<file path="config.mk">
export PLATFORM = sky130hd
export DESIGN_NAME = demod_serial_config_bank
export DESIGN_NICKNAME = d
export VERILOG_FILES = /design/src/verilog/demod_pkg.sv /design/src/verilog/demod_serial_config_bank.sv
export VERILOG_INCLUDE_DIRS = /design/src /design/src/verilog
export SDC_FILE = /design/constraint.sdc
export NUM_CORES = 1
export LEC_CHECK = 0
export BUFFER_PORTS_ARGS = -buffer_cell sky130_fd_sc_hd__buf_2
export CORE_ASPECT_RATIO = 0.5
export CORE_MARGIN = 1
export CORE_UTILIZATION = 50
export CTS_BUF_LIST = sky130_fd_sc_hd__clkbuf_8
export CTS_CLUSTER_DIAMETER = 60
export DETAILED_ROUTE_END_ITERATION = 10
export PLACE_DENSITY = 0.73
export REMOVE_ABC_BUFFERS = 1
export SYNTH_ARGS = -nofsm -noshare
export SYNTH_HDL_FRONTEND = slang
export SYNTH_SLANG_ARGS = --single-unit
</file>
<file path="constraint.sdc">
create_clock -name clk_i -period 4.3 [get_ports clk_i]
set_input_delay 0.43 -clock clk_i [delete_from_list [all_inputs] [get_ports clk_i]]
set_output_delay 0.43 -clock clk_i [all_outputs]
set_load 0.01 [all_outputs]
</file>
<file path="src/verilog/demod_cfg.svh">
// constants of the demodulator serial configuration bank
`ifndef DEMOD_CFG_SVH
`define DEMOD_CFG_SVH
`define WORD_W 32
`define ADDR_W 5
`define REGNUM_LSB 0
`define REGNUM_W 3
`define BANK_LSB 3
`define BANK_W 2
`define CFG_BANK 2'h1
`define REG_READOUT 3'h0
`define REG_SETUP 3'h1
`define REG_CAL 3'h2
`define REG_LOAD 3'h3
`define REG_BIAS 3'h5
`define READ_CMD 5'h08
`define READ_SEL_LSB 28
`define READOUT_ADDR 5'h08
// version identifier; the value is arbitrary
`define VERSION_ID 2'h2
`define RST_SETUP 32'h0100FC89
`define RST_CAL 32'h71E0200A
`define RST_LOAD 32'h4000000B
`define RST_BIAS 32'h0000AAAD
`define BIAS_MASK 32'h0001FFFF
`define RST_CODE 8'h80
`define GAIN_MAX 5'h18
`define CAL_START_BIT 5
`define READ_BITS 6'h20
`endif

</file>
<file path="src/verilog/demod_pkg.sv">
// types of the demodulator serial configuration bank
`default_nettype none

package demod_pkg;
    typedef struct packed {
        logic output_attenuator_enable;
        logic unused30;
        logic osc_test;
        logic gain_step_double;
        logic external_gain_step_enable;
        logic detector_capacitor_bypass;
        logic detector_resistor_bypass;
        logic [7:0] lowpass_corner_code;
        logic [4:0] amplifier_gain_code;
        logic unused11;
        logic offset_cal_logic_sleep;
        logic unused9;
        logic filter_sleep;
        logic test_buffer_sleep;
        logic unused6;
        logic mixer_sleep;
        logic [4:0] addr;
    } setup_t;
    typedef struct packed {
        logic [2:0] osc_trim;
        logic cal_clock_internal;
        logic [2:0] clk_div_code;
        logic auto_codes_select;
        logic correction_range_msb;
        logic correction_range_lsb;
        logic [7:0] q_manual_correction_code;
        logic [7:0] i_manual_correction_code;
        logic cal_start;
        logic [4:0] addr;
    } cal_ctrl_t;
    typedef struct packed {
        logic [1:0] peaking_ctrl;
        logic filter_bypass;
        logic [5:0] q_mixer_load_side_b;
        logic [5:0] q_mixer_load_side_a;
        logic [5:0] i_mixer_load_side_b;
        logic [5:0] i_mixer_load_side_a;
        logic [4:0] addr;
    } load_t;
    typedef struct packed {
        logic [14:0] unused;
        logic [1:0] output_buffer_bias;
        logic [1:0] filter_bias;
        logic [1:0] mixer_buffer_bias;
        logic [1:0] oscillator_buffer_bias;
        logic [1:0] mixer_switch_common_mode_bias;
        logic [1:0] mixer_transconductance_bias;
        logic [4:0] addr;
    } bias_t;
    typedef struct packed {
        logic [7:0] i_calibrated_correction_code;
        logic [7:0] q_calibrated_correction_code;
        logic [8:0] unused;
        logic [1:0] version_field;
        logic [4:0] addr;
    } readout_t;
    typedef struct packed {
        logic [7:0] i_code;
        logic [7:0] q_code;
    } cal_result_t;
endpackage

`default_nettype wire

</file>
<file path="src/verilog/demod_serial_config_bank.sv">
// serial configuration and readback register bank of the demodulator
//
// Behaviour
// - host shifts 32-bit words lsb first, sampled on serial clock rise.
// - strobe rise copies the shift register into the addressed register.
// - after readback strobe, one idle clock, then 32 bits lsb first.
// - readback word is 0,0,0,1,0 low bits plus register number above.
// - register 0 returns address, version, q code and i code.
// - register 1 power-down bits for mixer, buffer, filter, cal logic.
// - register 1 bits 12-16 gain code, reset 15, legal 0 to 24.
// - register 1 bits 17-24 low-pass corner code, reset 128.
// - register 1 bits 25-26 bypass detector filter resistor, capacitor.
// - register 1 bit 27 enables fast gain, bit 28 doubles step.
// - register 1 bit 29 puts the oscillator on the return output.
// - register 1 bit 31 enables the output attenuator, reset 0.
// - register 2 bit 5 starts calibration, cleared by device when done.
// - register 2 bits 6-13 manual i correction code, reset 128.
// - register 2 bits 14-21 manual q correction code, reset 128.
// - register 2 bits 22-23 correction range, reset 11.
// - register 2 bit 24 selects automatic codes, reset 1.
// - register 2 bits 25-27 choose calibration clock divider ratio.
// - register 2 bit 28 selects internal oscillator, reset 1.
// - register 2 bits 29-31 trim oscillator frequency, reset 011.
// - register 3 holds four six-bit mixer load fields, reset 0.
// - register 3 bit 29 filter bypass, bits 30-31 peaking control.
// - register 5 bits 5-16 six two-bit bias trims, reset 1.
`timescale 1ns/1ns
`default_nettype none
`include "demod_cfg.svh"

module demod_serial_config_bank
    import demod_pkg::*;
(
    input wire logic clk_i,                // system clock, 50 MHz
    input wire logic rst_i,                // synchronous reset
    input wire logic ser_clk_i,            // serial clock pin
    input wire logic ser_data_i,           // serial data pin
    input wire logic ser_strobe_i,         // load strobe pin
    input wire logic osc_i,                // calibration oscillator
    input wire logic cal_done_i,           // calibration finished pulse
    input wire cal_result_t cal_result_i,  // calibrated codes
    output logic readback_o,               // serial return output
    output setup_t setup_o,                // general device setup
    output cal_ctrl_t cal_ctrl_o,          // offset calibration control
    output load_t load_o,                  // mixer load and filter
    output bias_t bias_o,                  // bias trims
    output logic [14:0] cal_div_ratio_o    // decoded divider ratio
);

    // ************************************************************
    // decoding helpers
    // ************************************************************

    // true when a word addresses register num in the bank
    function automatic logic hits(input logic [31:0] w,
                                  input logic [2:0] num);
        hits = (w[`BANK_LSB +: `BANK_W] == `CFG_BANK) &&
               (w[`REGNUM_LSB +: `REGNUM_W] == num);
    endfunction

    // divider ratio from its three-bit code
    function automatic logic [14:0] div_ratio(input logic [2:0] c);
        case (c)
            3'h0: div_ratio = 15'h0001;
            3'h1: div_ratio = 15'h0008;
            3'h2: div_ratio = 15'h0010;
            3'h3: div_ratio = 15'h0080;
            3'h4: div_ratio = 15'h0100;
            3'h5: div_ratio = 15'h0400;
            3'h6: div_ratio = 15'h0800;
            default: div_ratio = 15'h412C;
        endcase
    endfunction

    // ************************************************************
    // pin synchronisers
    // ************************************************************

    logic [3:0] pin_raw;
    logic [3:0] sync1_q;
    logic [3:0] sync2_q;
    logic [3:0] sync3_q;
    logic [3:0] pin_q;
    logic [3:0] pin_prev_q;

    assign pin_raw = {osc_i, ser_strobe_i, ser_data_i, ser_clk_i};

    // three stages; a level counts once stages two and three agree
    genvar g;
    generate
        for (g = 0; g < 4; g++) begin : g_sync
            always_ff @(posedge clk_i) begin
                if (rst_i) begin
                    sync1_q[g] <= 1'b0;
                    sync2_q[g] <= 1'b0;
                    sync3_q[g] <= 1'b0;
                    pin_q[g] <= 1'b0;
                    pin_prev_q[g] <= 1'b0;
                end else begin
                    sync1_q[g] <= pin_raw[g];
                    sync2_q[g] <= sync1_q[g];
                    sync3_q[g] <= sync2_q[g];
                    if (sync2_q[g] == sync3_q[g]) begin
                        pin_q[g] <= sync3_q[g];
                    end
                    pin_prev_q[g] <= pin_q[g];
                end
            end
        end
    endgenerate

    logic sclk_rise;
    logic strobe_rise;
    logic data_lvl;
    logic osc_lvl;

    assign sclk_rise = pin_q[0] & ~pin_prev_q[0];
    assign data_lvl = pin_q[1];
    assign strobe_rise = pin_q[2] & ~pin_prev_q[2];
    assign osc_lvl = pin_q[3];

    // ************************************************************
    // input shift register
    // ************************************************************

    logic [31:0] shift_q;

    // lsb arrives first and ends in bit 0 after 32 clocks
    always_ff @(posedge clk_i) begin
        if (rst_i) begin
            shift_q <= '0;
        end else if (sclk_rise) begin
            shift_q <= {data_lvl, shift_q[31:1]};
        end
    end

    // ************************************************************
    // configuration registers
    // ************************************************************

    logic [31:0] setup_q;
    logic [31:0] cal_q;
    logic [31:0] load_q;
    logic [31:0] bias_q;
    logic [31:0] setup_d;
    logic wr_setup;
    logic wr_cal;
    logic wr_load;
    logic wr_bias;

    // write strobes; register 4 and other banks are ignored
    assign wr_setup = strobe_rise && hits(shift_q, `REG_SETUP);
    assign wr_cal = strobe_rise && hits(shift_q, `REG_CAL);
    assign wr_load = strobe_rise && hits(shift_q, `REG_LOAD);
    assign wr_bias = strobe_rise && hits(shift_q, `REG_BIAS);

    // gain above the legal top is held at the top
    always_comb begin
        setup_d = shift_q;
        if (shift_q[16:12] > `GAIN_MAX) begin
            setup_d[16:12] = `GAIN_MAX;
        end
    end

    // register 1: power-downs, gain, filter, fast gain, test, attenuator
    always_ff @(posedge clk_i) begin
        if (rst_i) begin
            setup_q <= `RST_SETUP;
        end else if (wr_setup) begin
            setup_q <= setup_d;
        end
    end

    // register 2; a start written with a done pulse still starts
    always_ff @(posedge clk_i) begin
        if (rst_i) begin
            cal_q <= `RST_CAL;
        end else if (wr_cal) begin
            cal_q <= shift_q;
        end else if (cal_done_i) begin
            cal_q[`CAL_START_BIT] <= 1'b0;
        end
    end

    // register 3: mixer loads and filter bypass
    always_ff @(posedge clk_i) begin
        if (rst_i) begin
            load_q <= `RST_LOAD;
        end else if (wr_load) begin
            load_q <= shift_q;
        end
    end

    // register 5: bias trims, unused upper bits kept at zero
    always_ff @(posedge clk_i) begin
        if (rst_i) begin
            bias_q <= `RST_BIAS;
        end else if (wr_bias) begin
            bias_q <= shift_q & `BIAS_MASK;
        end
    end

    // ************************************************************
    // calibration results and divider
    // ************************************************************

    logic [7:0] i_code_q;
    logic [7:0] q_code_q;
    logic [14:0] div_q;

    // codes start at half scale and hold until the next calibration
    always_ff @(posedge clk_i) begin
        if (rst_i) begin
            i_code_q <= `RST_CODE;
            q_code_q <= `RST_CODE;
        end else if (cal_done_i) begin
            i_code_q <= cal_result_i.i_code;
            q_code_q <= cal_result_i.q_code;
        end
    end

    // decoded ratio of the calibration clock divider
    always_ff @(posedge clk_i) begin
        if (rst_i) begin
            div_q <= 15'h0001;
        end else begin
            div_q <= div_ratio(cal_q[27:25]);
        end
    end

    // ************************************************************
    // readback
    // ************************************************************

    readout_t readout;
    logic [31:0] read_word;
    logic [2:0] read_sel;
    logic read_cmd;

    assign readout.i_calibrated_correction_code = i_code_q;
    assign readout.q_calibrated_correction_code = q_code_q;
    assign readout.unused = '0;
    assign readout.version_field = `VERSION_ID; // arbitrary value
    assign readout.addr = `READOUT_ADDR;

    // readback request: fixed low bits, register number up top
    assign read_cmd = strobe_rise &&
                      (shift_q[`ADDR_W-1:0] == `READ_CMD);
    assign read_sel = shift_q[`READ_SEL_LSB +: `REGNUM_W];

    // selected register word
    always_comb begin
        read_word = '0;
        if (read_sel == `REG_READOUT) begin
            read_word = readout;
        end else if (read_sel == `REG_SETUP) begin
            read_word = setup_q;
        end else if (read_sel == `REG_CAL) begin
            read_word = cal_q;
        end else if (read_sel == `REG_LOAD) begin
            read_word = load_q;
        end else if (read_sel == `REG_BIAS) begin
            read_word = bias_q;
        end
    end

    typedef enum logic [1:0] {RB_IDLE, RB_SKIP, RB_SEND} rb_state_t;
    rb_state_t rb_q;
    logic [31:0] rb_shift_q;
    logic [5:0] rb_count_q;
    logic rb_bit_q;

    // one idle serial clock, then 32 bits on rising edges
    always_ff @(posedge clk_i) begin
        if (rst_i) begin
            rb_q <= RB_IDLE;
            rb_shift_q <= '0;
            rb_count_q <= '0;
            rb_bit_q <= 1'b0;
        end else if (read_cmd) begin
            rb_q <= RB_SKIP;
            rb_shift_q <= read_word;
            rb_count_q <= '0;
        end else if (sclk_rise) begin
            case (rb_q)
                RB_SKIP: begin
                    rb_q <= RB_SEND;
                end
                RB_SEND: begin
                    rb_bit_q <= rb_shift_q[0];
                    rb_shift_q <= {1'b0, rb_shift_q[31:1]};
                    rb_count_q <= rb_count_q + 6'h01;
                    if (rb_count_q == `READ_BITS - 6'h01) begin
                        rb_q <= RB_IDLE;
                    end
                end
                default: begin
                    rb_q <= RB_IDLE;
                end
            endcase
        end
    end

    // return pin carries the oscillator in test mode
    always_ff @(posedge clk_i) begin
        if (rst_i) begin
            readback_o <= 1'b0;
        end else if (setup_q[29]) begin
            readback_o <= osc_lvl;
        end else begin
            readback_o <= rb_bit_q;
        end
    end

    // ************************************************************
    // control outputs
    // ************************************************************

    assign setup_o = setup_q;
    assign cal_ctrl_o = cal_q;
    assign load_o = load_q;
    assign bias_o = bias_q;
    assign cal_div_ratio_o = div_q;

endmodule

`default_nettype wire

</file>
== After elaboration in Yosys (flattened, before gate mapping) ==
Cells that the tools add are included.

* Bits in writable memories: 0
* Bits in latches: 0
* Register bits after elaboration: 236
* Word-level logic and storage cells: 102
* Memory bits (read-only): 0
* Input bits: 23
* Output and inout bits: 144
* Memories kept: 0

* Order comparisons: 1
* Shifts and indexed selects: 0
* Div/mod/pow operators: 0
* Reduce and logical (&&, ||, !) cells: 20
* $add $sub $neg: 1
* $mul: 0
* Bitwise gates (word level): 5
* Eq/ne operators: 25
* Multiplexer cells: 17

{| class="wikitable"
|+ Operator list
! kind !! number
|-
| two-way mux 32 bit || 7
|-
| case mux 15 bit (7 select lines) || 1
|-
| == test 3 x 2 -> 1 bit (second input constant) || 6
|-
| two-way mux 17 bit || 1
|-
| == test 3 bit (second input constant) || 5
|-
| == test 3 x 1 -> 1 bit (second input constant) || 3
|-
| logical AND 1 bit || 9
|-
| AND reduction 2 bit || 4
|-
| adder 6 x 1 -> 6 bit (second input constant) || 1
|-
| == test 6 x 5 -> 1 bit (second input constant) || 1
|-
| zero test 3 bit || 2
|-
| nonzero test 2 bit || 3
|-
| == test 5 x 4 -> 1 bit (second input constant) || 1
|-
| greater-than comparator 5 bit (second input constant) || 1
|-
| two-way mux 1 bit || 5
|-
| two-way mux 5 bit || 1
|-
| == test 1 bit || 4
|-
| == test 2 x 1 -> 1 bit (second input constant) || 2
|-
| case mux 2 bit (2 select lines) || 1
|-
| != test 3 bit (second input constant) || 1
|-
| inverter 1 bit || 3
|-
| AND reduction 3 bit || 1
|-
| bitwise AND 1 bit || 2
|-
| == test 2 bit (second input constant) || 1
|-
| 3 further kinds || 3
|}

== Longest topological paths before layout ==
* Depth in word-level cells: 7
* Depth in mapped cells: 7
* Depth with buffers taken out: 5

== Least setup slack after synthesis ==
OpenSTA, ideal clock, no wires.

* Kind: reg-to-reg
* Start point: reg shift_q[2]
* End point: reg rb_shift_q[15]
* Clock period less this slack: 1,928 ps
* Buffers on the path: 3
* Data arrival time: 1,840 ps
* Stages on the path, launching flop included: 8
* Setup time: 88 ps
* Setup slack: 2,372 ps
* Data required time: 4,212 ps
* Path through: dfxtp_1 -> buf_6 -> or3_4 -> or2_1 -> buf_6 -> or3_4 -> buf_6 -> o32ai_2

* Word-level cells in the longest chain between the ends: 4
* Elaborated cells between the ends (all ways): 6
* Those cells by class: eq/ne (1); mux (1); reduce/logical (4)

{| class="wikitable"
|+ RTL lines
! what !! RTL line !! source
|-
| from (decl) || demod_serial_config_bank.sv:126 || <nowiki>logic [31:0] shift_q;</nowiki>
|-
| from (signal assigned) || demod_serial_config_bank.sv:133 || <nowiki>shift_q <= {data_lvl, shift_q[31:1]};</nowiki>
|-
| == test 5 x 4 -> 1 bit (no line) * || n/a ||
|-
| logical AND 1 bit * || demod_serial_config_bank.sv:247 || <nowiki>assign read_cmd = strobe_rise &&</nowiki>
|-
| nonzero test 2 bit (no line) || n/a ||
|-
| AND reduction 2 bit (no line) || n/a ||
|-
| to (signal assigned) || demod_serial_config_bank.sv:282 || <nowiki>rb_shift_q <= read_word;</nowiki>
|-
| to (signal assigned) || demod_serial_config_bank.sv:291 || <nowiki>rb_shift_q <= {1'b0, rb_shift_q[31:1]};</nowiki>
|-
| to (decl) || demod_serial_config_bank.sv:269 || <nowiki>logic [31:0] rb_shift_q;</nowiki>
|}

Mark *: on every way between the ends. The rest lies on a longest branch, timed or not.
A chain may end at the register's enable or synchronous reset.

== Worst setup path in the final report ==
* Start point: reg pin_q[2]
* End point: reg rb_shift_q[5]

* Word-level cells in the longest chain between the ends: 4
* Elaborated cells between the ends (all ways): 6
* Those cells by class: mux (1); bitwise (1); reduce/logical (4)

{| class="wikitable"
|+ RTL lines
! what !! RTL line !! source
|-
| from (decl) || demod_serial_config_bank.sv:83 || <nowiki>logic [3:0] pin_q;</nowiki>
|-
| from (signal, indexed assignment) || demod_serial_config_bank.sv:104 || <nowiki>pin_q[g] <= sync3_q[g];</nowiki>
|-
| bitwise AND 1 bit * || demod_serial_config_bank.sv:119 || <nowiki>assign strobe_rise = pin_q[2] & ~pin_prev_q[2];</nowiki>
|-
| logical AND 1 bit * || demod_serial_config_bank.sv:247 ||
|-
| nonzero test 2 bit (no line) || n/a ||
|-
| AND reduction 2 bit (no line) || n/a ||
|}

Marks and branches as above.

==> metrics.csv <==
stage,metric,value,unit
detailed_routing,Initial DRC Count,653,
floorplanning,area of the die,18900,um2
min_path,min-delay worst type,in -> reg,
worst_setup_path,Critical Path End Type,flop,
clock_network,Max H-tree Level,2,
yosys,sequential cell area fraction in the yosys report,0.502,
floorplanning,IO Pins,167,
sta,hold slack,0.147,ns
detailed_routing,total number of vias,7675,
floorplanning,row cnt,34,
detailed_routing,first-pass detailed-route iteration total,11,
cells_and_area,Seq. cell area,4590,um2
yosys,Post-Synthesis Cells,1021,
sta,RSZ-0062 raised after global routing,no,
cells_and_area,Layout Nets,1158,
yosys,Seq cells post-synth,229,
grt,grt total ovfl,0,
grt,met2 usage,0.385,
grt,met3 GRT Util,0.0527,
floorplanning,Initial Util,0.519,
yosys,Mapped Area,9140,um2
yosys,Synthesis Warnings,0,
job,MaxCap Viol Count,0,
clock_network,cts repair resizes,0,
min_path,hold path start,ser_clk_i,
cells_and_area,fin area,10600,um2
worst_setup_path,"slowest stage delay, CP",0.90,ns
clock_network,clk sinks,229,
detailed_routing,Post-Route WL,23.6,mm
worst_setup_path,WP data required,4.64,ns
detailed_routing,Routed Antenna Nets,0,
power_and_ir_drop,VDD IR max,0.000230,V
floorplanning,die span in x,193,um
sta,"Hold Violations, Final",0,
clock_network,TritonCTS clock tree,done,
sta,crit path time final,3.03,ns
yosys,share of the synthesized area in the top cell type,0.502,
clock_network,CTS root buf,clkbuf_8,
yosys,Syn Area/Cell,8.95,um2
power_and_ir_drop,Lkg Pwr,0.00409,uW
run_status,failing checks,design-rule violations,
worst_setup_path,CP Class,reg -> reg,
detailed_routing,vias per cell,5.51,
place,placed cell count,1332,
sta,clk_skew,0.0298,ns
worst_setup_path,Worst setup SP type,flop,
sta,Final setup viols,0,
grt,first-pass GRT wire length,37.5,mm
detailed_routing,Avg WL per Cell,17.0,um
cells_and_area,Util after Layout,0.604,
floorplanning,Die H,97.6,um
yosys,Yosys top cell by area,dfxtp_1,
clock_network,clock-pin slew on the worst setup and hold paths,0.07,ns
clock_network,cts hold-fix bufs,0,
grt,initial antenna violation count,0,
worst_setup_path,worst setup path startpoint,pin_q[2]$_SDFFE_PP0N_,
grt,number of global-route vias before repair,7148,
power_and_ir_drop,Power Density,389,nW/um2
worst_setup_path,largest fanout on the critical path,26,
sta,Worst Tran Pin Value,1.19,ns
cells_and_area,P&R area growth vs syn,16.4,%
worst_setup_path,Slowest cell on crit path,nand2b_1,
place,GPL Wtd Cong,0.776,
clock_network,number of setup buffers added after CTS,0,
sta,Slew Limit Fails,0,
cells_and_area,# diodes,0,
grt,met1 Track Usage GR,0.349,
place,DP Wirelength,14.7,mm
cells_and_area,multi-input logic area,4120,um2
sta,crit share post-route,0.704,
sta,Worst slew margin,0.206,
floorplanning,core area,17600,um2
grt,pin count of the biggest net entering global routing,93,
cells_and_area,Layout Cells excl Fill,1393,
place,Port Buf Inserts,146,
clock_network,CTS Buf Count,34,
run_status,status,"finished, violations left",
cells_and_area,Filler cells,1544,
worst_setup_path,"Critical Path, Cell by Cell",nand4bb_1 > or2_1 > nand2b_1 > o22ai_1,
worst_setup_path,launch point of the worst reg-to-reg path,pin_q[2]$_SDFFE_PP0N_,
sta,max frequency,0.331,GHz
yosys,Area contributors post-synth,"dfxtp_1 50%, nand2_1 9.1%, a21oi_1 7.2%, mux2i_1 3.8%, mux4_2 3.7%",
clock_network,Longest Clk Path Bufs,3,
place,placed cell areas,9890,um2
cells_and_area,fraction of layout cells with a size suffix above 1,0.232,
worst_setup_path,Crit path arrival time,3.37,ns
worst_setup_path,critical path's top delay family,simple AND/OR/NAND/NOR gates,
yosys,count of different cell masters after synthesis,45,
clock_network,Clock Latency Late Sink,0.51,ns
grt,global route hottest layer,met2,
worst_setup_path,WP buf/inv,0,
detailed_routing,DRC violations left,7,
grt,GRT Util Overall,0.249,
per-stage QoR:
stage / total power [uW] / setup WS (ns) / setup TNS (ns)
final: 4140 / 1.27 / 0
after global routing: 4290 / 1.11 / 0
after CTS: 4170 / 1.32 / 0
after detailed placement: 2280 / 1.33 / 0
after global placement: 2280 / 1.45 / 0
after floorplan: 2230 / -1.47 / -51.14
power breakdown:
group | switching (uW) | total [uW] | internal [uW]
combinational | 61.5 | 93.8 | 32.2
clock | 829 | 1910 | 1080
sequential | 6.28 | 2140 | 2130
total | 897 | 4140 | 3240
state kept, by name (all words and copies together) (netlist names), 6 cells and up:
register and count:
setup_o 32, load_o 32, bias_o 17, rb_count_q 6, i_code_q 8, rb_shift_q 32
cal_ctrl_o 32, shift_q 32, cal_div_ratio_o 8, q_code_q 8
logic make-up after synthesis:
group	count (synthesis)	synth area share
xor+xnor	6	0.00575
other cells	1	0.000410
fa+ha+maj	1	0.00137
mux	66	0.0950
compound gates	206	0.142
buf+inv	116	0.0601
simple gates	396	0.193
flops	229	0.502
cells in the final DEF, fill, tap and decap left out, types with 4 or more instances in the layout:
master,n
inv_1,21
o21ai_0,14
a211o_1,10
nand2_1,222
nor2_1,70
mux4_2,15
conb_1,20
a22oi_1,17
nand2b_1,5
xor2_1,4
o32ai_2,10
a21oi_1,131
or3_1,12
mux2_2,16
nand3b_1,11
nor3_1,21
a221oi_1,12
and3_1,4
nor2b_1,20
buf_4,13
clkinv_2,7
mux2i_1,35
buf_2,145
nor3b_1,4
and2_1,6
clkbuf_8,46
dfxtp_1,228
per-layer routing:
| layer | wire length (um) | part of all wire | up-vias |
|---|---|---|---|
| met5 | 0 | 0 | - |
| met1 | 10700 | 0.45 | 3675 |
| li1 | - | - | 3671 |
| met4 | 324 | 0.014 | 0 |
| met2 | 10700 | 0.45 | 299 |
| met3 | 1920 | 0.081 | 30 |
worst paths after layout:
| path | endpoint | slack [ns] | cells past startpoint |
|---|---|---|---|
| worst max-delay path | rb_shift_q[5]$_SDFFE_PP0P_ | 1.27 | 4 |
| worst min-delay path | sync1_q[0]$_SDFF_PP0_ | 0.15 | 2 |
| worst max register to register | rb_shift_q[5]$_SDFFE_PP0P_ | 1.27 | 4 |
| worst min register to register | sync2_q[0]$_SDFF_PP0_ | 0.44 | 1 |
Yosys cell counts (all sizes together):
library cell	count
nor3	23
xnor2	2
nand3b	11
a221oi	12
a22oi	17
nor2b	21
or3	14
nor4b	2
o31a	2
nand2b	5
mux2	16
a21oi	131
nand4bb	1
o21bai	1
xor2	4
o32ai	13
o22ai	3
inv	15
or2	4
nand3	3
a211oi	3
conb	1
nand4	2
or4b	2
mux4	15
and4	1
clkbuf	63
mux2i	35
buf	38
nor4bb	1
o21ai	14
and2	6
a211o	10
dfxtp	229
nor3b	4
nand2	222
ha	1
nor2	70
and3	4
cell type report:
class / instances / area share
clock buffers: 46 / 0.0595
clock inverters: 15 / 0.0111
inverters: 15 / 0.00529
multi-input cells: 695 / 0.387
flip-flops and latches: 229 / 0.431
well taps: 234 / 0.0275
repair buffers: 159 / 0.0785
Power figures use the tool's default switching activity.
